--- src/common/i2cr_defines.svh ---
// Purpose: register offsets, field positions and reset values of the two-wire controller
// Assumes: 3-bit register index on the plain register port
// Notes: definitions only
`ifndef I2CR_DEFINES_SVH
`define I2CR_DEFINES_SVH

// register offsets
`define I2CR_OFS_OWN_ADDR 3'h0
`define I2CR_OFS_RATE_DIV 3'h1
`define I2CR_OFS_CTRL 3'h2
`define I2CR_OFS_STAT 3'h3
`define I2CR_OFS_DATA 3'h4
`define I2CR_OFS_MASK 3'h5
`define I2CR_OFS_SYS_OPT 3'h6

// control register fields
`define I2CR_CTRL_EN 7
`define I2CR_CTRL_MST 5
`define I2CR_CTRL_TX 4
`define I2CR_CTRL_TXAK 3
`define I2CR_CTRL_RSTA 2

// divider register fields
`define I2CR_DIV_RATE_FACTOR_FIELD_HI 7
`define I2CR_DIV_RATE_FACTOR_FIELD_LO 6
`define I2CR_DIV_RATE_HI 5
`define I2CR_DIV_RATE_LO 0

// interrupt status and mask bits
`define I2CR_INT_BYTE 0
`define I2CR_INT_ARB 1
`define I2CR_INT_ADDR 2
`define I2CR_INT_STOP 3

// system option register field
`define I2CR_OPT_PPS 0

// reset values
`define I2CR_RST_OWN_ADDR 7'h00
`define I2CR_RST_RATE_DIV 8'h00
`define I2CR_RST_MASK 4'h0

// bits per byte plus acknowledge slot
`define I2CR_ACK_SLOT 4'h8
`define I2CR_BYTE_END 4'h9
// clocks from a pin edge to the edge detector
`define I2CR_SYNC_LAG 14'h0003

`endif

--- src/common/i2cr_pkg.sv ---
// Purpose: types of the two-wire controller
// Assumes: constants come from i2cr_defines.svh
// Notes: the whole controller state is one packed struct
package i2cr_pkg;

   typedef enum logic [2:0] {
      M_IDLE,
      M_START,
      M_LOW,
      M_HIGH,
      M_STOP1,
      M_STOP2,
      M_RSTART,
      M_RS2
   } i2cr_mstate_t;

   typedef struct packed {
      logic [6:0] own_addr;
      logic [7:0] rate_div;
      logic en;
      logic mst;
      logic tx;
      logic txak;
      logic pps;
      logic [3:0] mask;
      logic [3:0] ints;
      logic [7:0] tx_data;
      logic [7:0] rx_data;
      logic [7:0] rdata;
      logic rxak;
      logic busy;
      logic addressed;
      logic srw;
      logic addr_phase;
      logic stall;
      logic [3:0] bitcnt;
      i2cr_mstate_t mstate;
      logic [13:0] cnt;
      logic [13:0] hold_cnt;
      logic hold_run;
      logic sda_pend;
      logic sda_low;
      logic scl_low;
      logic stop_req;
      logic rsta_req;
      logic sda_m;
      logic sda_s;
      logic sda_p;
      logic scl_m;
      logic scl_s;
      logic scl_p;
   } i2cr_state_t;

endpackage

--- src/hw/i2cr_ctrl.sv ---
// Purpose: multi-master two-wire controller with rate divider and own address
// Assumes: 40 MHz clk, registers on a plain port, pins synchronised inside
// Notes: Summary of operation below
//
// Summary of operation
// rates up to clock over twenty; the code reaches clock over 22, as each high phase adds 2 clocks of sync lag
// option bit picks default or alternate pins
// keeps running in wait, interrupt wakes
// light stop freezes, registers unchanged
// deep stop returns registers to reset
// six-bit code selects one of 64 settings
// two-bit factor gives 1, 2 or 4
// rate is clock over factor times divider; the code adds 2 clocks of sync lag to each high phase
// data changes hold time after clock falls
// start hold before driving clock low
// stop hold before data rises
// seven-bit own address matched
// arbitration loss interrupts, drops to slave
// start, stop, repeated start generated and detected
// software acknowledge, received acknowledge captured
// byte transfers, interrupt after each byte
// table gives divider and three holds
`timescale 1ns/1ps
`include "i2cr_defines.svh"

module i2cr_ctrl
   import i2cr_pkg::*;
(
   input wire logic clk,
   input wire logic reset_n,
   input wire logic [2:0] reg_addr,
   input wire logic [7:0] reg_wdata,
   input wire logic reg_wr,
   input wire logic reg_rd,
   output logic [7:0] reg_rdata,
   output logic irq,
   input wire logic stop_light,
   input wire logic stop_deep,
   input wire logic sda0_in,
   output logic sda0_out,
   output logic sda0_oe_n,
   input wire logic scl0_in,
   output logic scl0_out,
   output logic scl0_oe_n,
   input wire logic sda1_in,
   output logic sda1_out,
   output logic sda1_oe_n,
   input wire logic scl1_in,
   output logic scl1_out,
   output logic scl1_oe_n
);

   localparam i2cr_state_t I2CR_RST = '{
      own_addr: `I2CR_RST_OWN_ADDR,
      rate_div: `I2CR_RST_RATE_DIV,
      mask: `I2CR_RST_MASK,
      mstate: M_IDLE,
      sda_m: 1'b1,
      sda_s: 1'b1,
      sda_p: 1'b1,
      scl_m: 1'b1,
      scl_s: 1'b1,
      scl_p: 1'b1,
      default: '0
   };

   i2cr_state_t state_reg;
   i2cr_state_t state_next;

   logic [47:0] lut;
   logic [1:0] mul_sh;
   logic [13:0] div_cyc;
   logic [13:0] half_cyc;
   logic [13:0] sdah_cyc;
   logic [13:0] starth_cyc;
   logic [13:0] stoph_cyc;
   logic sda_in;
   logic scl_in;
   logic scl_rise;
   logic scl_fall;
   logic start_det;
   logic stop_det;
   logic arb_lost;
   logic [3:0] ev;

   // {divider, data hold, start hold, stop hold}, 12 bits each
   function automatic logic [47:0] rate_lut(input logic [5:0] code);
      case (code)
         6'h00: rate_lut = 48'h014_007_006_00B;
         6'h01: rate_lut = 48'h016_007_007_00C;
         6'h02: rate_lut = 48'h018_008_008_00D;
         6'h03: rate_lut = 48'h01A_008_009_00E;
         6'h04: rate_lut = 48'h01C_009_00A_00F;
         6'h05: rate_lut = 48'h01E_009_00B_010;
         6'h06: rate_lut = 48'h022_00A_00D_012;
         6'h07: rate_lut = 48'h028_00A_010_015;
         6'h08: rate_lut = 48'h01C_007_00A_00F;
         6'h09: rate_lut = 48'h020_007_00C_011;
         6'h0A: rate_lut = 48'h024_009_00E_013;
         6'h0B: rate_lut = 48'h028_009_010_015;
         6'h0C: rate_lut = 48'h02C_00B_012_017;
         6'h0D: rate_lut = 48'h030_00B_014_019;
         6'h0E: rate_lut = 48'h038_00D_018_01D;
         6'h0F: rate_lut = 48'h044_00D_01E_023;
         6'h10: rate_lut = 48'h030_009_012_019;
         6'h11: rate_lut = 48'h038_009_016_01D;
         6'h12: rate_lut = 48'h040_00D_01A_021;
         6'h13: rate_lut = 48'h048_00D_01E_025;
         6'h14: rate_lut = 48'h050_011_022_029;
         6'h15: rate_lut = 48'h058_011_026_02D;
         6'h16: rate_lut = 48'h068_015_02E_035;
         6'h17: rate_lut = 48'h080_015_03A_041;
         6'h18: rate_lut = 48'h050_009_026_029;
         6'h19: rate_lut = 48'h060_009_02E_031;
         6'h1A: rate_lut = 48'h070_011_036_039;
         6'h1B: rate_lut = 48'h080_011_03E_041;
         6'h1C: rate_lut = 48'h090_019_046_049;
         6'h1D: rate_lut = 48'h0A0_019_04E_051;
         6'h1E: rate_lut = 48'h0C0_021_05E_061;
         6'h1F: rate_lut = 48'h0F0_021_076_079;
         6'h20: rate_lut = 48'h0A0_011_04E_051;
         6'h21: rate_lut = 48'h0C0_011_05E_061;
         6'h22: rate_lut = 48'h0E0_021_06E_071;
         6'h23: rate_lut = 48'h100_021_07E_081;
         6'h24: rate_lut = 48'h120_031_08E_091;
         6'h25: rate_lut = 48'h140_031_09E_0A1;
         6'h26: rate_lut = 48'h180_041_0BE_0C1;
         6'h27: rate_lut = 48'h1E0_041_0EE_0F1;
         6'h28: rate_lut = 48'h140_021_09E_0A1;
         6'h29: rate_lut = 48'h180_021_0BE_0C1;
         6'h2A: rate_lut = 48'h1C0_041_0DE_0E1;
         6'h2B: rate_lut = 48'h200_041_0FE_101;
         6'h2C: rate_lut = 48'h240_061_11E_121;
         6'h2D: rate_lut = 48'h280_061_13E_141;
         6'h2E: rate_lut = 48'h300_081_17E_181;
         6'h2F: rate_lut = 48'h3C0_081_1DE_1E1;
         6'h30: rate_lut = 48'h280_041_13E_141;
         6'h31: rate_lut = 48'h300_041_17E_181;
         6'h32: rate_lut = 48'h380_081_1BE_1C1;
         6'h33: rate_lut = 48'h400_081_1FE_201;
         6'h34: rate_lut = 48'h480_0C1_23E_241;
         6'h35: rate_lut = 48'h500_0C1_27E_281;
         6'h36: rate_lut = 48'h600_101_2FE_301;
         6'h37: rate_lut = 48'h780_101_3BE_3C1;
         6'h38: rate_lut = 48'h500_081_27E_281;
         6'h39: rate_lut = 48'h600_081_2FE_301;
         6'h3A: rate_lut = 48'h700_101_37E_381;
         6'h3B: rate_lut = 48'h800_101_3FE_401;
         6'h3C: rate_lut = 48'h900_181_47E_481;
         6'h3D: rate_lut = 48'hA00_181_4FE_501;
         6'h3E: rate_lut = 48'hC00_201_5FE_601;
         default: rate_lut = 48'hF00_201_77E_781;
      endcase
   endfunction

   // smallest divider is 20 clocks, but the high phase waits 2 more for the synchronised line, so the fastest bit is clk/22
   assign lut = rate_lut(state_reg.rate_div[`I2CR_DIV_RATE_HI:`I2CR_DIV_RATE_LO]);

   always_comb begin
      case (state_reg.rate_div[`I2CR_DIV_RATE_FACTOR_FIELD_HI:`I2CR_DIV_RATE_FACTOR_FIELD_LO])
         2'h1: mul_sh = 2'h1;
         2'h2: mul_sh = 2'h2;
         default: mul_sh = 2'h0;
      endcase
   end

   // every time figure is scaled by the rate factor
   assign div_cyc = {2'h0, lut[47:36]} << mul_sh;
   assign half_cyc = div_cyc >> 1;
   assign sdah_cyc = {2'h0, lut[35:24]} << mul_sh;
   assign starth_cyc = {2'h0, lut[23:12]} << mul_sh;
   assign stoph_cyc = {2'h0, lut[11:0]} << mul_sh;

   assign sda_in = state_reg.pps ? sda1_in : sda0_in;
   assign scl_in = state_reg.pps ? scl1_in : scl0_in;

   assign scl_rise = state_reg.scl_s & ~state_reg.scl_p;
   assign scl_fall = ~state_reg.scl_s & state_reg.scl_p;
   assign start_det = state_reg.scl_s & state_reg.sda_p & ~state_reg.sda_s;
   assign stop_det = state_reg.scl_s & ~state_reg.sda_p & state_reg.sda_s;

   // lost when we release data but the line reads low
   assign arb_lost = state_reg.en & state_reg.mst & scl_rise & state_reg.tx
      & (state_reg.bitcnt < `I2CR_ACK_SLOT) & ~state_reg.sda_low & ~state_reg.sda_s;

   always_comb begin
      state_next = state_reg;
      ev = 4'h0;
      state_next.sda_m = sda_in;
      state_next.sda_s = state_reg.sda_m;
      state_next.sda_p = state_reg.sda_s;
      state_next.scl_m = scl_in;
      state_next.scl_s = state_reg.scl_m;
      state_next.scl_p = state_reg.scl_s;
      state_next.rdata = 8'h00;

      if (reg_rd) begin
         case (reg_addr)
            `I2CR_OFS_OWN_ADDR: state_next.rdata = {state_reg.own_addr, 1'b0};
            `I2CR_OFS_RATE_DIV: state_next.rdata = state_reg.rate_div;
            `I2CR_OFS_CTRL: state_next.rdata = {state_reg.en, 1'b0, state_reg.mst,
               state_reg.tx, state_reg.txak, 3'h0};
            `I2CR_OFS_STAT: state_next.rdata = {state_reg.busy, state_reg.addressed,
               state_reg.srw, state_reg.rxak, state_reg.ints};
            `I2CR_OFS_DATA: begin
               state_next.rdata = state_reg.rx_data;
               if (!state_reg.tx) begin
                  state_next.stall = 1'b0;
               end
            end
            `I2CR_OFS_MASK: state_next.rdata = {4'h0, state_reg.mask};
            `I2CR_OFS_SYS_OPT: state_next.rdata = {7'h00, state_reg.pps};
            default: state_next.rdata = 8'h00;
         endcase
      end

      if (reg_wr) begin
         case (reg_addr)
            `I2CR_OFS_OWN_ADDR: state_next.own_addr = reg_wdata[7:1];
            `I2CR_OFS_RATE_DIV: state_next.rate_div = reg_wdata;
            `I2CR_OFS_CTRL: begin
               state_next.en = reg_wdata[`I2CR_CTRL_EN];
               state_next.tx = reg_wdata[`I2CR_CTRL_TX];
               state_next.txak = reg_wdata[`I2CR_CTRL_TXAK];
               if (reg_wdata[`I2CR_CTRL_MST] && !state_reg.mst) begin
                  if (state_reg.busy) begin
                     ev[`I2CR_INT_ARB] = 1'b1;
                  end else begin
                     state_next.mst = 1'b1;
                     state_next.mstate = M_START;
                     state_next.sda_low = 1'b1;
                     state_next.cnt = 14'h0000;
                  end
               end
               if (!reg_wdata[`I2CR_CTRL_MST] && state_reg.mst) begin
                  state_next.stop_req = 1'b1;
               end
               if (reg_wdata[`I2CR_CTRL_RSTA] && state_reg.mst) begin
                  state_next.rsta_req = 1'b1;
               end
            end
            `I2CR_OFS_STAT: state_next.ints = state_reg.ints & ~reg_wdata[3:0];
            `I2CR_OFS_DATA: begin
               state_next.tx_data = reg_wdata;
               if (state_reg.tx && state_reg.stall) begin
                  // first bit goes out at once, clock is already held low
                  state_next.stall = 1'b0;
                  state_next.sda_low = ~reg_wdata[7];
                  state_next.hold_run = 1'b0;
               end
            end
            `I2CR_OFS_MASK: state_next.mask = reg_wdata[3:0];
            `I2CR_OFS_SYS_OPT: state_next.pps = reg_wdata[`I2CR_OPT_PPS];
            default: state_next.ints = state_next.ints;
         endcase
      end

      // bus monitor
      if (start_det) begin
         state_next.busy = 1'b1;
         state_next.bitcnt = 4'h0;
         state_next.addr_phase = 1'b1;
         state_next.addressed = 1'b0;
      end
      if (stop_det) begin
         state_next.busy = 1'b0;
         state_next.addressed = 1'b0;
         state_next.addr_phase = 1'b0;
         state_next.bitcnt = 4'h0;
         ev[`I2CR_INT_STOP] = 1'b1;
      end

      // bit engine shared by master and slave
      if (state_reg.en && state_reg.busy && scl_rise) begin
         if (state_reg.bitcnt < `I2CR_ACK_SLOT) begin
            state_next.rx_data = {state_reg.rx_data[6:0], state_reg.sda_s};
         end else begin
            state_next.rxak = state_reg.sda_s;
         end
         state_next.bitcnt = state_reg.bitcnt + 4'h1;
      end

      if (state_reg.en && state_reg.busy && scl_fall) begin
         state_next.hold_run = 1'b1;
         state_next.hold_cnt = `I2CR_SYNC_LAG; // fall is seen this late
         state_next.sda_pend = 1'b1;
         if (state_reg.bitcnt == `I2CR_BYTE_END) begin
            state_next.bitcnt = 4'h0;
            if (state_reg.mst || state_reg.addressed) begin
               state_next.stall = 1'b1;
               ev[`I2CR_INT_BYTE] = 1'b1;
            end
         end else if (state_reg.bitcnt == `I2CR_ACK_SLOT) begin
            state_next.addr_phase = 1'b0;
            if (state_reg.addr_phase && !state_reg.mst
                && state_reg.rx_data[7:1] == state_reg.own_addr) begin
               state_next.addressed = 1'b1;
               state_next.srw = state_reg.rx_data[0];
               state_next.tx = state_reg.rx_data[0];
               state_next.sda_pend = 1'b0;
               ev[`I2CR_INT_ADDR] = 1'b1;
            end else if ((state_reg.mst || state_reg.addressed) && !state_reg.tx) begin
               state_next.sda_pend = state_reg.txak;
            end
         end else if (state_reg.bitcnt != 4'h0) begin
            if ((state_reg.mst || state_reg.addressed) && state_reg.tx) begin
               state_next.sda_pend = state_reg.tx_data[3'(4'h7 - state_reg.bitcnt)];
            end
         end else begin
            state_next.hold_run = 1'b0;
         end
      end

      if (state_reg.hold_run) begin
         if (state_reg.hold_cnt >= sdah_cyc - 14'h0001) begin
            state_next.sda_low = ~state_reg.sda_pend;
            state_next.hold_run = 1'b0;
         end else begin
            state_next.hold_cnt = state_reg.hold_cnt + 14'h0001;
         end
      end

      // master clock and condition sequencer
      case (state_reg.mstate)
         M_START: begin
            state_next.cnt = state_reg.cnt + 14'h0001;
            if (state_reg.cnt >= starth_cyc - 14'h0001) begin
               state_next.scl_low = 1'b1;
               state_next.mstate = M_LOW;
               state_next.cnt = 14'h0000;
               state_next.stall = 1'b1;
            end
         end
         M_LOW: begin
            if (state_reg.stall) begin
               state_next.cnt = 14'h0000;
               if (state_reg.stop_req && !state_reg.hold_run) begin
                  state_next.mstate = M_STOP1;
                  state_next.sda_low = 1'b1;
                  state_next.stop_req = 1'b0;
                  state_next.stall = 1'b0;
               end else if (state_reg.rsta_req && !state_reg.hold_run) begin
                  state_next.mstate = M_RSTART;
                  state_next.sda_low = 1'b0;
                  state_next.rsta_req = 1'b0;
                  state_next.stall = 1'b0;
               end
            end else begin
               state_next.cnt = state_reg.cnt + 14'h0001;
               if (state_reg.cnt >= half_cyc - 14'h0001) begin
                  state_next.scl_low = 1'b0;
                  state_next.mstate = M_HIGH;
                  state_next.cnt = 14'h0000;
               end
            end
         end
         M_HIGH: begin
            if (state_reg.scl_s) begin
               state_next.cnt = state_reg.cnt + 14'h0001;
               if (state_reg.cnt >= half_cyc - 14'h0001) begin
                  state_next.scl_low = 1'b1;
                  state_next.mstate = M_LOW;
                  state_next.cnt = 14'h0000;
               end
            end
         end
         M_STOP1, M_RSTART: begin
            state_next.cnt = state_reg.cnt + 14'h0001;
            if (state_reg.cnt >= half_cyc - 14'h0001) begin
               state_next.scl_low = 1'b0;
               state_next.mstate = (state_reg.mstate == M_STOP1) ? M_STOP2 : M_RS2;
               state_next.cnt = 14'h0000;
            end
         end
         M_STOP2: begin
            if (state_reg.scl_s) begin
               state_next.cnt = state_reg.cnt + 14'h0001;
               if (state_reg.cnt >= stoph_cyc - 14'h0001) begin
                  state_next.sda_low = 1'b0;
                  state_next.mstate = M_IDLE;
                  state_next.mst = 1'b0;
               end
            end
         end
         M_RS2: begin
            if (state_reg.scl_s) begin
               state_next.cnt = state_reg.cnt + 14'h0001;
               if (state_reg.cnt >= half_cyc - 14'h0001) begin
                  state_next.sda_low = 1'b1;
                  state_next.mstate = M_START;
                  state_next.cnt = 14'h0000;
               end
            end
         end
         default: state_next.cnt = 14'h0000;
      endcase

      if (arb_lost) begin
         state_next.mst = 1'b0;
         state_next.mstate = M_IDLE;
         state_next.scl_low = 1'b0;
         state_next.sda_low = 1'b0;
         state_next.stall = 1'b0;
         state_next.hold_run = 1'b0;
         ev[`I2CR_INT_ARB] = 1'b1;
      end

      if (!state_reg.en) begin
         state_next.mst = 1'b0;
         state_next.mstate = M_IDLE;
         state_next.scl_low = 1'b0;
         state_next.sda_low = 1'b0;
         state_next.stall = 1'b0;
         state_next.hold_run = 1'b0;
         ev = 4'h0;
      end

      // set wins over a same-cycle clear
      state_next.ints = state_next.ints | ev;

      if (stop_light) begin
         state_next = state_reg;
      end
      if (stop_deep) begin
         state_next = I2CR_RST;
      end
   end

   always_ff @(posedge clk or negedge reset_n) begin
      if (!reset_n) begin
         state_reg <= I2CR_RST;
      end else begin
         state_reg <= state_next;
      end
   end

   assign reg_rdata = state_reg.rdata;
   assign irq = |(state_reg.ints & state_reg.mask);

   // open drain: only ever pull low
   assign sda0_out = 1'b0;
   assign scl0_out = 1'b0;
   assign sda1_out = 1'b0;
   assign scl1_out = 1'b0;
   assign sda0_oe_n = ~(state_reg.sda_low & ~state_reg.pps);
   assign scl0_oe_n = ~((state_reg.scl_low | state_reg.stall) & ~state_reg.pps);
   assign sda1_oe_n = ~(state_reg.sda_low & state_reg.pps);
   assign scl1_oe_n = ~((state_reg.scl_low | state_reg.stall) & state_reg.pps);

endmodule

--- config.mk ---
export PLATFORM = sky130hd
export DESIGN_NAME = i2cr_ctrl
export DESIGN_NICKNAME = d
export VERILOG_FILES = /design/src/common/i2cr_pkg.sv /design/src/hw/i2cr_ctrl.sv
export VERILOG_INCLUDE_DIRS = /design/src /design/src/common
export SDC_FILE = /design/constraint.sdc
export NUM_CORES = 1
export LEC_CHECK = 0
export ABC_CLOCK_PERIOD_IN_PS = 5150
export BUFFER_PORTS_ARGS = -buffer_cell sky130_fd_sc_hd__clkbuf_2
export CAP_MARGIN = 10
export CELL_PAD_IN_SITES_DETAIL_PLACEMENT = 1
export CELL_PAD_IN_SITES_GLOBAL_PLACEMENT = 1
export CORE_ASPECT_RATIO = 1.2
export CORE_MARGIN = 4
export CORE_UTILIZATION = 44
export DETAILED_ROUTE_END_ITERATION = 7
export PLACE_DENSITY_LB_ADDON = 0.1
export SLEW_MARGIN = 20
export SYNTH_ARGS = -nofsm -noshare
export SYNTH_HDL_FRONTEND = slang
export SYNTH_SLANG_ARGS = --single-unit
--- constraint.sdc ---
create_clock -name clk -period 5.15 [get_ports clk]
set_clock_uncertainty 0.05 [all_clocks]
set_input_delay 0.2575 -clock clk [delete_from_list [all_inputs] [get_ports clk]]
set_output_delay 0.2575 -clock clk [all_outputs]
set_load 0.01 [all_outputs]
## After elaboration in Yosys (flattened, before gate mapping)

Memory sizes are Yosys's and may differ from the RTL's.
Cells that the tools add are included.

| word-level totals | value |
|---|---|
| register bits | 105 |
| bits in read-only memories | 2752 |
| input port bits | 21 |
| output and inout bits | 17 |
| logic and storage cells | 301 |
| memories kept | 1 |

| operators by class | value |
|---|---|
| add/subtract/negate cells | 8 |
| magnitude comparators | 6 |
| equality and inequality tests | 26 |
| shift operators | 4 |
| mux-type cells | 142 |
| bitwise gates (word level) | 33 |
| reductions and logical operators | 47 |

Memory list:

| memory | words | bits a word | read ports | clocked after memory_dff | write ports | line | text |
|---|---|---|---|---|---|---|---|
| (name not given) | 64 | 43 | 1 | 0 | 0 | i2cr_ctrl.sv:88 | `case (code)` |

Operators with widths:

| kind | count |
|---|---|
| two-way mux 17 bit | 13 |
| two-way mux 105 bit | 2 |
| case mux 14 bit (6 select lines) | 1 |
| two-way mux 1 bit | 81 |
| greater-or-equal comparator 14 bit | 4 |
| case mux 8 bit (7 select lines) | 1 |
| << shifter 12 x 2 -> 14 bit | 4 |
| two-way mux 8 bit | 6 |
| subtractor 14 x 1 -> 14 bit (second input constant) | 3 |
| two-way mux 36 bit | 1 |
| adder 14 x 1 -> 14 bit (second input constant) | 2 |
| two-way mux 4 bit | 7 |
| AND reduction 3 bit | 8 |
| nonzero test 2 bit | 12 |
| two-way mux 2 bit | 11 |
| == test 3 bit (second input constant) | 7 |
| two-way mux 3 bit | 7 |
| inequality test 5 bit (second input constant) | 4 |
| case mux 3 bit (6 select lines) | 1 |
| bitwise AND 1 bit | 16 |
| two-way mux 16 bit | 1 |
| two-way mux 15 bit | 1 |
| two-way mux 14 bit | 1 |
| subtractor 13 x 1 -> 14 bit (second input constant) | 1 |
| 36 further kinds | 71 |

## Logic depth before layout (Yosys ltp)

Gate-level depths: netlist of run 1.

| depth | value |
|---|---|
| word-level depth | 17 |
| mapped depth | 27 |
| gate-level depth less buffers | 23 |

## Worst setup path before layout of run 1

No wires, ideal clock.

| path | value |
|---|---|
| path type | register to register |
| from | register state_reg[91] (netlist name) |
| to | register state_reg[16] (netlist name) |
| library setup time | 124 ps |
| arrival | 5197 ps |
| data required time | 4976 ps |
| path slack | -221 ps |
| cell stages (with the launch flop) | 26 |
| path buffers | 2 |
| clock period less this slack | 5371 ps |
| cell sequence | dfrtp_1 clkbuf_1 inv_1 ha_1 or2_2 o211ai_1 nor2_1 a211o_1 o21ai_0 ha_1 o211a_1 a2bb2oi_1 a221oi_2 nand3b_1 or2_1 xnor2_1 ha_1 a21o_1 a21o_1 a21o_1 a211oi_1 o21ai_0 a21oi_1 nor2_1 clkbuf_1 a211o_1 |

| on the way | value |
|---|---|
| word-level cells in the longest chain between the ends | 8 |

RTL lines:

| item | line | text |
|---|---|---|
| from (decl) | i2cr_ctrl.sv:67 | `i2cr_state_t state_reg;` |
| from (signal assigned) | i2cr_ctrl.sv:433 | `state_reg <= state_next;` |
| memory (64 x 43 bit) | n/a |  |
| << shifter 12 x 2 -> 14 bit | i2cr_ctrl.sv:170 | `assign sdah_cyc = {2'h0, lut[35:24]} << mul_sh;` |
| subtractor 14 x 1 -> 14 bit | i2cr_ctrl.sv:315 | `if (state_reg.hold_cnt >= sdah_cyc - 14'h0001) begin` |
| greater-or-equal comparator 14 bit | i2cr_ctrl.sv:315 |  |
| two-way mux 14 bit | i2cr_ctrl.sv:315 |  |
| two-way mux 15 bit | i2cr_ctrl.sv:314 | `if (state_reg.hold_run) begin` |
| two-way mux 105 bit | i2cr_ctrl.sv:421 | `if (stop_light) begin` |
| two-way mux 105 bit | i2cr_ctrl.sv:424 | `if (stop_deep) begin` |

Every way passes these cells. The select of a mux whose other input is x is not followed.
A chain may end at the register's enable or synchronous reset.

## Worst setup path after layout of run 1

| path | value |
|---|---|
| from | register state_reg[92] (netlist name) |
| to | register state_reg[30] (netlist name) |

| on the way | value |
|---|---|
| word-level cells in the longest chain between the ends | 9 |
| elaborated cells between the ends (all ways) | 18 |
| classes of those cells | 2 x add/sub; 2 x order compare; 2 x shift; 11 x mux; 1 x memory |

RTL lines:

| item | line | text |
|---|---|---|
| memory (64 x 43 bit) (*) | n/a |  |
| << shifter 12 x 2 -> 14 bit | i2cr_ctrl.sv:168 | `assign div_cyc = {2'h0, lut[47:36]} << mul_sh;` |
| subtractor 13 x 1 -> 14 bit | n/a |  |
| greater-or-equal comparator 14 bit | n/a |  |
| two-way mux 17 bit, on equally long branches | i2cr_ctrl.sv:388, i2cr_ctrl.sv:350, i2cr_ctrl.sv:360 |  |
| two-way mux 17 bit, on equally long branches | i2cr_ctrl.sv:386, i2cr_ctrl.sv:335, i2cr_ctrl.sv:358 |  |
| case mux 14 bit (6 select lines) (*) | i2cr_ctrl.sv:324 | `case (state_reg.mstate)` |
| two-way mux 105 bit (*) | i2cr_ctrl.sv:421 |  |
| two-way mux 105 bit (*) | i2cr_ctrl.sv:424 |  |

Mark *: on every way between the ends. The rest lies on a longest branch, timed or not. The select of a mux whose other input is x is not followed.

==> results.txt, run 1 <==
- The run finished, with violations left.
* Failing checks: hold timing
* Initial DRT Pass Iterations: 5
- Slew @ Worst Pin: 0.960 ns
- The number of antenna violations at the first check in global routing is 0.
- Measured along the y axis, the die boundary spans 182 µm.
- Setup slack closes at 0.206 ns.
- The clock net in this run drives a total of 105 sinks.
- Yosys top cell area share: 0.224
* Portion of the post-synthesis area used by sequential elements: 0.239
- Hold repair after CTS inserted 0 buffers.
- Power share of the clock group: 0.421
- Net count reported at finish: 1521
- Number of global-route vias before repair: 11268
* Count of flip-flops with a built-in enable after synthesis: 0
- Power spent charging and discharging nets: 0.000496 W
* Leftover overflow at the end of global routing: 0
- First-pass GRT wire length: 60900 µm
- Area enclosed by the die boundary: 27700 µm²
* Routed length per placed instance: 21.7 µm
* Worst hold path type: primary input to asynchronous set/reset pin
- Setup TNS: 0 ns
* Worst Setup Path Type: flop to flop
- For this run, asynchronously set or reset flops after synthesis account for 1.00.
* Maximum frequency from static timing analysis: 0.202 GHz
* Part of the total power dissipated in combinational logic: 0.106
* Flip-flop count of the largest register after layout: 97
- Clock-pin slew reported for the worst setup and hold paths after clock tree synthesis: 0.09 ns
* CP Data Required Time: 5.41 ns
* Top cells by area, synth: sky130_fd_sc_hd__dfrtp_1, sky130_fd_sc_hd__ha_1, sky130_fd_sc_hd__a21oi_1
- Overall Global Routing Usage: 0.267
- Counting the fill cells in the layout gives 3101.
- The cell sitting at the root of the clock tree is a sky130_fd_sc_hd__clkbuf_16.
* WHS: -0.0436 ns
- Port buffering added 33 buffers.
- The clock period could shrink to 4.94 ns.
* Hold Vio Cnt, Final: 16
* Net switching share of the total power: 0.280
- Entering global routing, the biggest net connects 70 pins.
- Critical path data arrival time: 5.20 ns
- Synthesized flop and latch total: 105
- The cell area that synthesis handed to floorplanning was 11000 µm².
- Of the total power, registers draw 0.473.
- Along the worst path, the maximum fanout reaches 12.
- The design draws 0.00177 W.
* Number of placed I/O pins: 38
- In the synthesized netlist, the number of instances is 1420.
- A synthesized cell averages 7.78 µm².
* Number of unique standard cell types used by synthesis: 95
* Initial DRC count: 604
- At the end of routability-driven placement, the weighted congestion stood at 0.888.
- Most used DFF post-synth: sky130_fd_sc_hd__dfrtp_1
- Headroom to the max-slew limit came out at 0.360.
- In this run the standard cell core region covers 24800 µm².
* Leak Pwr: 5.16 nW
- Initial Utilization: 0.446
- Detailed routing inserted a total of 11005 vias.
* Library cell occupying the most area in the post-synthesis netlist: sky130_fd_sc_hd__dfrtp_1
* Internal: 0.00127 W
- Clock tree from TritonCTS: built
- In the finished design, the share of the clock period the worst path needs comes to 0.960.
* Category of the worst setup path capture point: flop
- Minimum setup slack among reg-to-reg paths: 0.21 ns
- Fraction of layout cells with a size suffix above 1: 0.145
* DRT antenna net count: 0
- Wires add up to 38000 µm.
* Maximum Capacitance Violations: 0
* Sum of net half-perimeters after detailed placement: 28600 µm
* Worst setup timing slack at the placement stage: -0.0537 ns
* Via density: 6.27
* DRC violation count after routing: 0
- Power spread over the standard cell area amounts to 147 nW/µm².
* Final slew viol count: 0
* Number of H-tree branching levels: 3
- The worst-case IR drop observed on VDD is 235 µV.
* Kind of start point of the critical path: flop
* Worst-case clock buffer depth: 2
- Buffers inserted during clock tree synthesis total 9.
- Row Count: 63
* Finish-stage setup viols: 0
- Relative to the synthesized area, the layout overhead comes to 8.94%.
* Number of warnings reported in the yosys synthesis log: 0
- At the later pin of the worst-skew pair, clock insertion delay measures 0.37 ns.
- The floorplan step set the die width to 153 µm.
- Ant diodes: 0
-- synthesized netlist by cell type (18+ instances only) --
master and count:
sky130_fd_sc_hd__inv_1 28, sky130_fd_sc_hd__nor2_1 148, sky130_fd_sc_hd__nor3_1 37, sky130_fd_sc_hd__a21o_1 23, sky130_fd_sc_hd__nand3_1 44, sky130_fd_sc_hd__a31oi_1 20, sky130_fd_sc_hd__and3_1 24, sky130_fd_sc_hd__nor2b_1 19
sky130_fd_sc_hd__a21oi_1 133, sky130_fd_sc_hd__nand2b_1 35, sky130_fd_sc_hd__a211oi_1 18, sky130_fd_sc_hd__xor2_1 19, sky130_fd_sc_hd__mux2i_1 43, sky130_fd_sc_hd__ha_1 74, sky130_fd_sc_hd__dfrtp_1 99, sky130_fd_sc_hd__o21ai_0 84
sky130_fd_sc_hd__clkbuf_1 61, sky130_fd_sc_hd__nand2_1 154
-- placed cells by master (no fill, tap or decap), types with 8 or more instances in the layout --
cell type,Yosys,final
sky130_fd_sc_hd__xnor2_1,17,17
sky130_fd_sc_hd__and2_1,15,15
sky130_fd_sc_hd__o211ai_1,14,14
sky130_fd_sc_hd__dfrtp_1,99,95
sky130_fd_sc_hd__nand4_1,10,10
sky130_fd_sc_hd__inv_1,28,27
sky130_fd_sc_hd__a22oi_1,12,12
sky130_fd_sc_hd__nand2b_1,35,34
sky130_fd_sc_hd__a21oi_1,133,132
sky130_fd_sc_hd__nor3b_1,11,11
sky130_fd_sc_hd__and3_1,24,24
sky130_fd_sc_hd__or2_2,8,8
sky130_fd_sc_hd__nor2_1,148,147
sky130_fd_sc_hd__a211oi_1,18,17
sky130_fd_sc_hd__mux2_2,11,11
sky130_fd_sc_hd__nand2_1,154,154
sky130_fd_sc_hd__o21ai_0,84,83
sky130_fd_sc_hd__buf_4,15,65
sky130_fd_sc_hd__a211o_1,16,16
sky130_fd_sc_hd__a21o_1,23,23
sky130_fd_sc_hd__nor2b_1,19,19
sky130_fd_sc_hd__nor3_1,37,36
sky130_fd_sc_hd__clkbuf_2,0,32
sky130_fd_sc_hd__ha_1,74,70
sky130_fd_sc_hd__mux4_2,10,10
sky130_fd_sc_hd__or3_1,9,8
sky130_fd_sc_hd__nand3b_1,10,10
sky130_fd_sc_hd__xor2_1,19,19
sky130_fd_sc_hd__a32oi_1,10,10
sky130_fd_sc_hd__o22ai_1,11,11
sky130_fd_sc_hd__a31oi_1,20,18
sky130_fd_sc_hd__o31ai_1,8,8
sky130_fd_sc_hd__clkbuf_16,0,9
sky130_fd_sc_hd__o21ai_1,11,10
sky130_fd_sc_hd__mux2i_1,43,43
sky130_fd_sc_hd__nand3_1,44,44
-- what timing repair did --
item	CTS	global route
pin swaps	0	7
endpoints found under the setup margin	16	29
setup buffers	0	8
cloned	0	0
resized for setup	5	12
-- per-stage QoR --
stage	utilization	area [µm²]	instances	hold slack, ns
final	0.486	12000	1756	-0.0436
after floorplan	-	11100	1423	-0.0881
after detailed placement	0.467	11600	1732	0.414
after CTS	0.481	11900	1748	0.0141
after global placement	0.467	11600	1732	0.413
after global routing	0.486	12000	1756	0.0278
-- power by group through the flow --
stage | logic [W] | registers [W] | clock network (W)
floorplan | 0.000115 | 0.000849 | 0
global placement | 0.000180 | 0.000853 | 0
detailed placement | 0.000184 | 0.000854 | 0
CTS | 0.000186 | 0.000838 | 0.000761
global route | 0.000206 | 0.000839 | 0.000793
finish | 0.000187 | 0.000838 | 0.000746
-- cell type report --
class,instances,area [µm²],share of cell area
Multi-Input combinational cell,1177,7850,0.653
Sequential cell,105,2640,0.219
Timing Repair Buffer,99,688,0.0572
Tap cell,325,407,0.0338
Clock buffer,9,225,0.0187
Inverter,34,128,0.0106
Clock inverter,7,87.6,0.00728
-- path summary, 6_finish.rpt --
kind,start,end,cells after the start
worst max-delay path,state_reg[92],state_reg[30],20
worst min-delay path,reset_n,state_reg[38],1
worst max register to register,state_reg[92],state_reg[30],20
worst min register to register,reg_rdata[1],reg_rdata[1],2
max in group asynchronous,reset_n,state_reg[76],2
min in group clk,reg_wdata[3],state_reg[86],3
-- critical path, cell delays in order (launching register included) --
cell                        delay, ns
sky130_fd_sc_hd__dfrtp_1         0.42
sky130_fd_sc_hd__buf_4           0.15
sky130_fd_sc_hd__buf_4           0.18
sky130_fd_sc_hd__mux2_4          0.31
sky130_fd_sc_hd__mux4_2          0.54
sky130_fd_sc_hd__a221o_1         0.42
sky130_fd_sc_hd__a2bb2oi_4       0.19
sky130_fd_sc_hd__nor4b_4         0.30
sky130_fd_sc_hd__and2b_1         0.18
sky130_fd_sc_hd__xnor2_1         0.06
sky130_fd_sc_hd__ha_1            0.32
sky130_fd_sc_hd__a21o_1          0.16
sky130_fd_sc_hd__a21o_1          0.16
sky130_fd_sc_hd__a21oi_1         0.13
sky130_fd_sc_hd__o211ai_1        0.18
sky130_fd_sc_hd__or3_4           0.43
sky130_fd_sc_hd__buf_4           0.15
sky130_fd_sc_hd__a21oi_1         0.14
sky130_fd_sc_hd__buf_4           0.16
sky130_fd_sc_hd__a21o_1          0.11
sky130_fd_sc_hd__a22o_1          0.13
-- metal layers --
layer | up-vias | wire length, µm | global-route usage
li1 | 5196 | - | -
met1 | 5529 | 16500 | 0.337
met2 | 198 | 19000 | 0.466
met3 | 82 | 1130 | 0.0355
met4 | 0 | 1410 | 0.101
met5 | - | 0 | 0
-- kinds of logic after synthesis --
family / after synthesis / synth area share
adder cells (fa/ha/maj): 75 / 0.0849
other: 1 / 0.000340
AND/OR/NAND/NOR: 559 / 0.249
multiplexers: 67 / 0.0754
buffers and inverters: 141 / 0.0602
AO/OA/AOI/OAI: 436 / 0.263
XOR/XNOR: 36 / 0.0286
flip-flops: 105 / 0.239
Note: power is estimated with default switching activity, not from simulation.
==> inputs of run 2 (changes only) <==
Settings changed: BUFFER_PORTS_ARGS -buffer_cell sky130_fd_sc_hd__clkbuf_2 to not set, CORE_UTILIZATION 44 to 45, DONT_BUFFER_PORTS set to 1.
==> results.txt, run 2 (synthesis gave the netlist of run 1 again) <==
- The area of combinational cells with multiple inputs is 7930 µm² (+1.0%).
* Cells after DPL: 1693 (-2.3%)
- The number of antenna violations at the first check in global routing came to 0 (unchanged).
* Die boundary width: 151 µm (-1.1%)
- Maximum frequency from static timing analysis: 0.201 GHz (-0.65%)
- The worst setup path is captured at a flop.
- Net switching share of the total power: 0.245 (-0.0353)
- Number of global-route vias before repair: 11433 (+1.5%)
- Result of the run: complete, no violations
- The worst setup slack before clock tree synthesis is -0.0400 ns (+0.0137 ns).
- Clock Root Buffer: sky130_fd_sc_hd__clkbuf_16
- Clock tree from TritonCTS: built
* Slew @ Worst Pin: 1.05 ns (+0.0925 ns)
* FF+latch area: 2640 µm² (about the same)
- The worst-case hold slack is 0.0130 ns (+0.0566 ns).
* Filler-free cell count of the finished design: 1730 (-1.5%)
- The number of fillers in the final layout is 2991 (-3.5%).
- The largest net degree at the start of global routing is 106 (+51%).
- Number of H-tree branching levels: 3 (unchanged)
* Post-Place Cell Area: 11400 µm² (-1.6%)
- Final standard cell area without fillers: 12100 µm² (+0.56%)
- The internal power component was 0.00136 W (+6.5%).
* Maximum resistive drop on vdd: 262 µV (+11%)
* Hold Vio Cnt, Final: 0 (-16)
- The critical-path maximum fanout is 16 (+4).
* Cell with the biggest individual delay on the critical path: sky130_fd_sc_hd__dfrtp_2
* Power density of the placed cells: 149 nW/µm² (+0.95%)
- The number of endpoints failing setup at the final stage is 0 (unchanged).
- Leak Pwr: 5.09 nW (-1.2%)
* Net count reported at finish: 1500 (-1.4%)
- The floorplan die height was 180 µm (-1.1%).
- Via density: 6.33 (+1.1%)
* Row Count: 62 (-1.6%)
* Initial Utilization: 0.459 (+0.0130)
- Fraction of the cycle the final worst path needs: 0.966 (+0.00627)
* Number of sinks on the clock net: 105 (unchanged)
* Least setup slack across all paths after layout: 0.173 ns (-0.0323 ns)
- Clock-pin slew reported for the worst setup and hold paths after clock tree synthesis: 0.07 ns (-0.02 ns)
- Overall Global Routing Usage: 0.285 (+0.0178)
- Worst-case clock buffer depth: 2 (unchanged)
- Shortest clock period the worst path allows after layout: 4.98 ns (+0.0323 ns)
- CTS Buf Count: 9 (unchanged)
* Sum of net half-perimeters after detailed placement: 28800 µm (+0.57%)
* Total number of vias: 10957 (-0.44%)
- Tot Pwr: 0.00180 W (+1.5%)
- Initial DRT Pass Iterations: 5 (unchanged)
- The worst setup path is launched from a flop.
* Part of the total power dissipated in combinational logic: 0.095 (-0.011)
- Worst Setup Path Type: flop to flop
- Leftover overflow at the end of global routing: 0 (unchanged)
* Final estimated routing congestion in global placement: 0.905 (+1.9%)
- Worst hold path type: primary input to flop
- The portion of total power attributed to the clock network came to 0.438 (+0.017).
- The area inside the core boundary is 24000 µm² (-2.8%).
- The data required time at the worst endpoint came to 5.40 ns (about the same).
* DRT antenna net count: 0 (unchanged)
- Final slew viol count: 0 (unchanged)
* Count of buffering cells on the critical path with inverters included: 4 (unchanged)
- The critical path arrival was 5.22 ns (+0.02 ns).
* Flip-flop count of the largest register after layout: 97 (unchanged)
- DRT Wirelength: 38800 µm (+1.9%)
- Initial DRC count: 570 (-5.6%)
- Power spent charging and discharging nets: 0.000440 W (-11%)
- Layout overhead on the synthesized area: 9.55%
- The number of max-cap violations is 0 (unchanged).
- The normalized max-slew margin came to 0.293 (-0.0670).
- The antenna cell count is 0 (unchanged).
- Crit path largest cell delay: 0.62 ns (+0.08 ns)
* Cell chain of the critical path: buf_4, mux2i_1, mux2i_4, o221ai_2, buf_4, o31a_1, o22ai_2, o311ai_2, nand2b_1, xor2_1, ha_1, a21o_1, a21o_1, a21oi_1, o211ai_1, buf_4, o22a_1, a31oi_4, buf_6, nand4_1, mux2i_1
* Number of placed I/O pins: 38 (unchanged)
- The final routed wire length divided by cell count was 22.4 µm (+3.4%).
- Critical path's most frequent cell: sky130_fd_sc_hd__buf_4
- The total die area is 27100 µm² (-2.1%).
- DRC violation count after routing: 0 (unchanged)
- The count of port buffers added during placement came to 0 (-100%).
* Fraction of power consumed by sequential logic: 0.467 (-0.006)
- Most common cell after layout, fill and taps aside: sky130_fd_sc_hd__nand2_1
* Largest delay share family, worst path: compound AO/OA/AOI/OAI gates
- Clock insertion delay at the later pin of the skew report: 0.38 ns (about the same)
* Most frequent cells in the layout: sky130_fd_sc_hd__nand2_1, sky130_fd_sc_hd__nor2_1, sky130_fd_sc_hd__a21oi_1
* Fraction of layout cells with a size suffix above 1: 0.130 (-0.0142)
- First-pass GRT wire length: 61800 µm (+1.6%)
run 2: changes by cell type in the layout (fill, tap and decap cells not counted), moves of 3 or more:
cell	delta
sky130_fd_sc_hd__clkbuf_8	+3
sky130_fd_sc_hd__clkbuf_2	-32
sky130_fd_sc_hd__dlygate4sd3_1	+8
sky130_fd_sc_hd__o21ai_0	-3
sky130_fd_sc_hd__o21ai_1	+3
run 2: power groups by stage:
stage	Combinational [W]	Sequential, W	Clock [W]
after global placement	0.000129	0.000854	0
after CTS	0.000168	0.000838	0.000805
final	0.000171	0.000839	0.000787
after detailed placement	0.000132	0.000854	0
after floorplan	0.000115	0.000849	0
after global routing	0.000189	0.000839	0.000839
run 2: area by class of cell:
| class | instances | share of cell area |
|---|---|---|
| Multi-Input combinational cell | 1177 | 0.656 |
| Clock inverter | 2 | 0.00497 |
| Timing Repair Buffer | 78 | 0.0544 |
| Clock buffer | 14 | 0.0227 |
| Inverter | 34 | 0.0106 |
| Sequential cell | 105 | 0.218 |
| Tap cell | 320 | 0.0331 |
run 2: per-stage QoR:
stage	util	TNS (ns)
final	0.503	0
after global routing	0.503	-0.0217
after CTS	0.493	-0.0144
after detailed placement	0.473	-0.0984
after global placement	0.473	0
after floorplan	-	0
run 2: worst reg2reg max path, cell delays in order (launching register included):
cell                       delay [ns]
sky130_fd_sc_hd__dfrtp_2         0.62
sky130_fd_sc_hd__buf_4           0.33
sky130_fd_sc_hd__mux2i_1         0.15
sky130_fd_sc_hd__mux2i_4         0.28
sky130_fd_sc_hd__o221ai_2        0.19
sky130_fd_sc_hd__buf_4           0.21
sky130_fd_sc_hd__o31a_1          0.31
sky130_fd_sc_hd__o22ai_2         0.25
sky130_fd_sc_hd__o311ai_2        0.20
sky130_fd_sc_hd__nand2b_1        0.19
sky130_fd_sc_hd__xor2_1          0.17
sky130_fd_sc_hd__ha_1            0.19
sky130_fd_sc_hd__a21o_1          0.17
sky130_fd_sc_hd__a21o_1          0.17
sky130_fd_sc_hd__a21oi_1         0.15
sky130_fd_sc_hd__o211ai_1        0.20
sky130_fd_sc_hd__buf_4           0.23
sky130_fd_sc_hd__o22a_1          0.20
sky130_fd_sc_hd__a31oi_4         0.23
sky130_fd_sc_hd__buf_6           0.16
sky130_fd_sc_hd__nand4_1         0.10
sky130_fd_sc_hd__mux2i_1         0.15
run 2: path summary, 6_finish.rpt:
kind	startpoint	end	slack (ns)	cells past startpoint
worst max-delay path	state_reg[93]	state_reg[39]	0.17	21
worst min-delay path	reg_wdata[3]	state_reg[84]	0.01	2
worst max register to register	state_reg[93]	state_reg[39]	0.17	21
worst min register to register	state_reg[69]	state_reg[69]	0.47	2
max in group asynchronous	reset_n	state_reg[96]	4.16	2
min in group asynchronous	reset_n	state_reg[65]	0.40	2
run 2: metal layers:
layer  share of wire  global-route usage  vias to the layer above
met1            0.41               0.335                     5489
met2            0.52               0.514                      218
met4           0.042               0.125                        0
met5               0                   0                        -
met3           0.030              0.0327                       83
li1                -                   -                     5167
run 2: what timing repair did:
item                       CTS  global route
hold buffers                10             0
cloned                       0             1
setup endpoints to repair   19            32
pin swaps                    0             8
hold endpoints to repair   163             0
buffers inserted             0            10
resized for setup            3            35
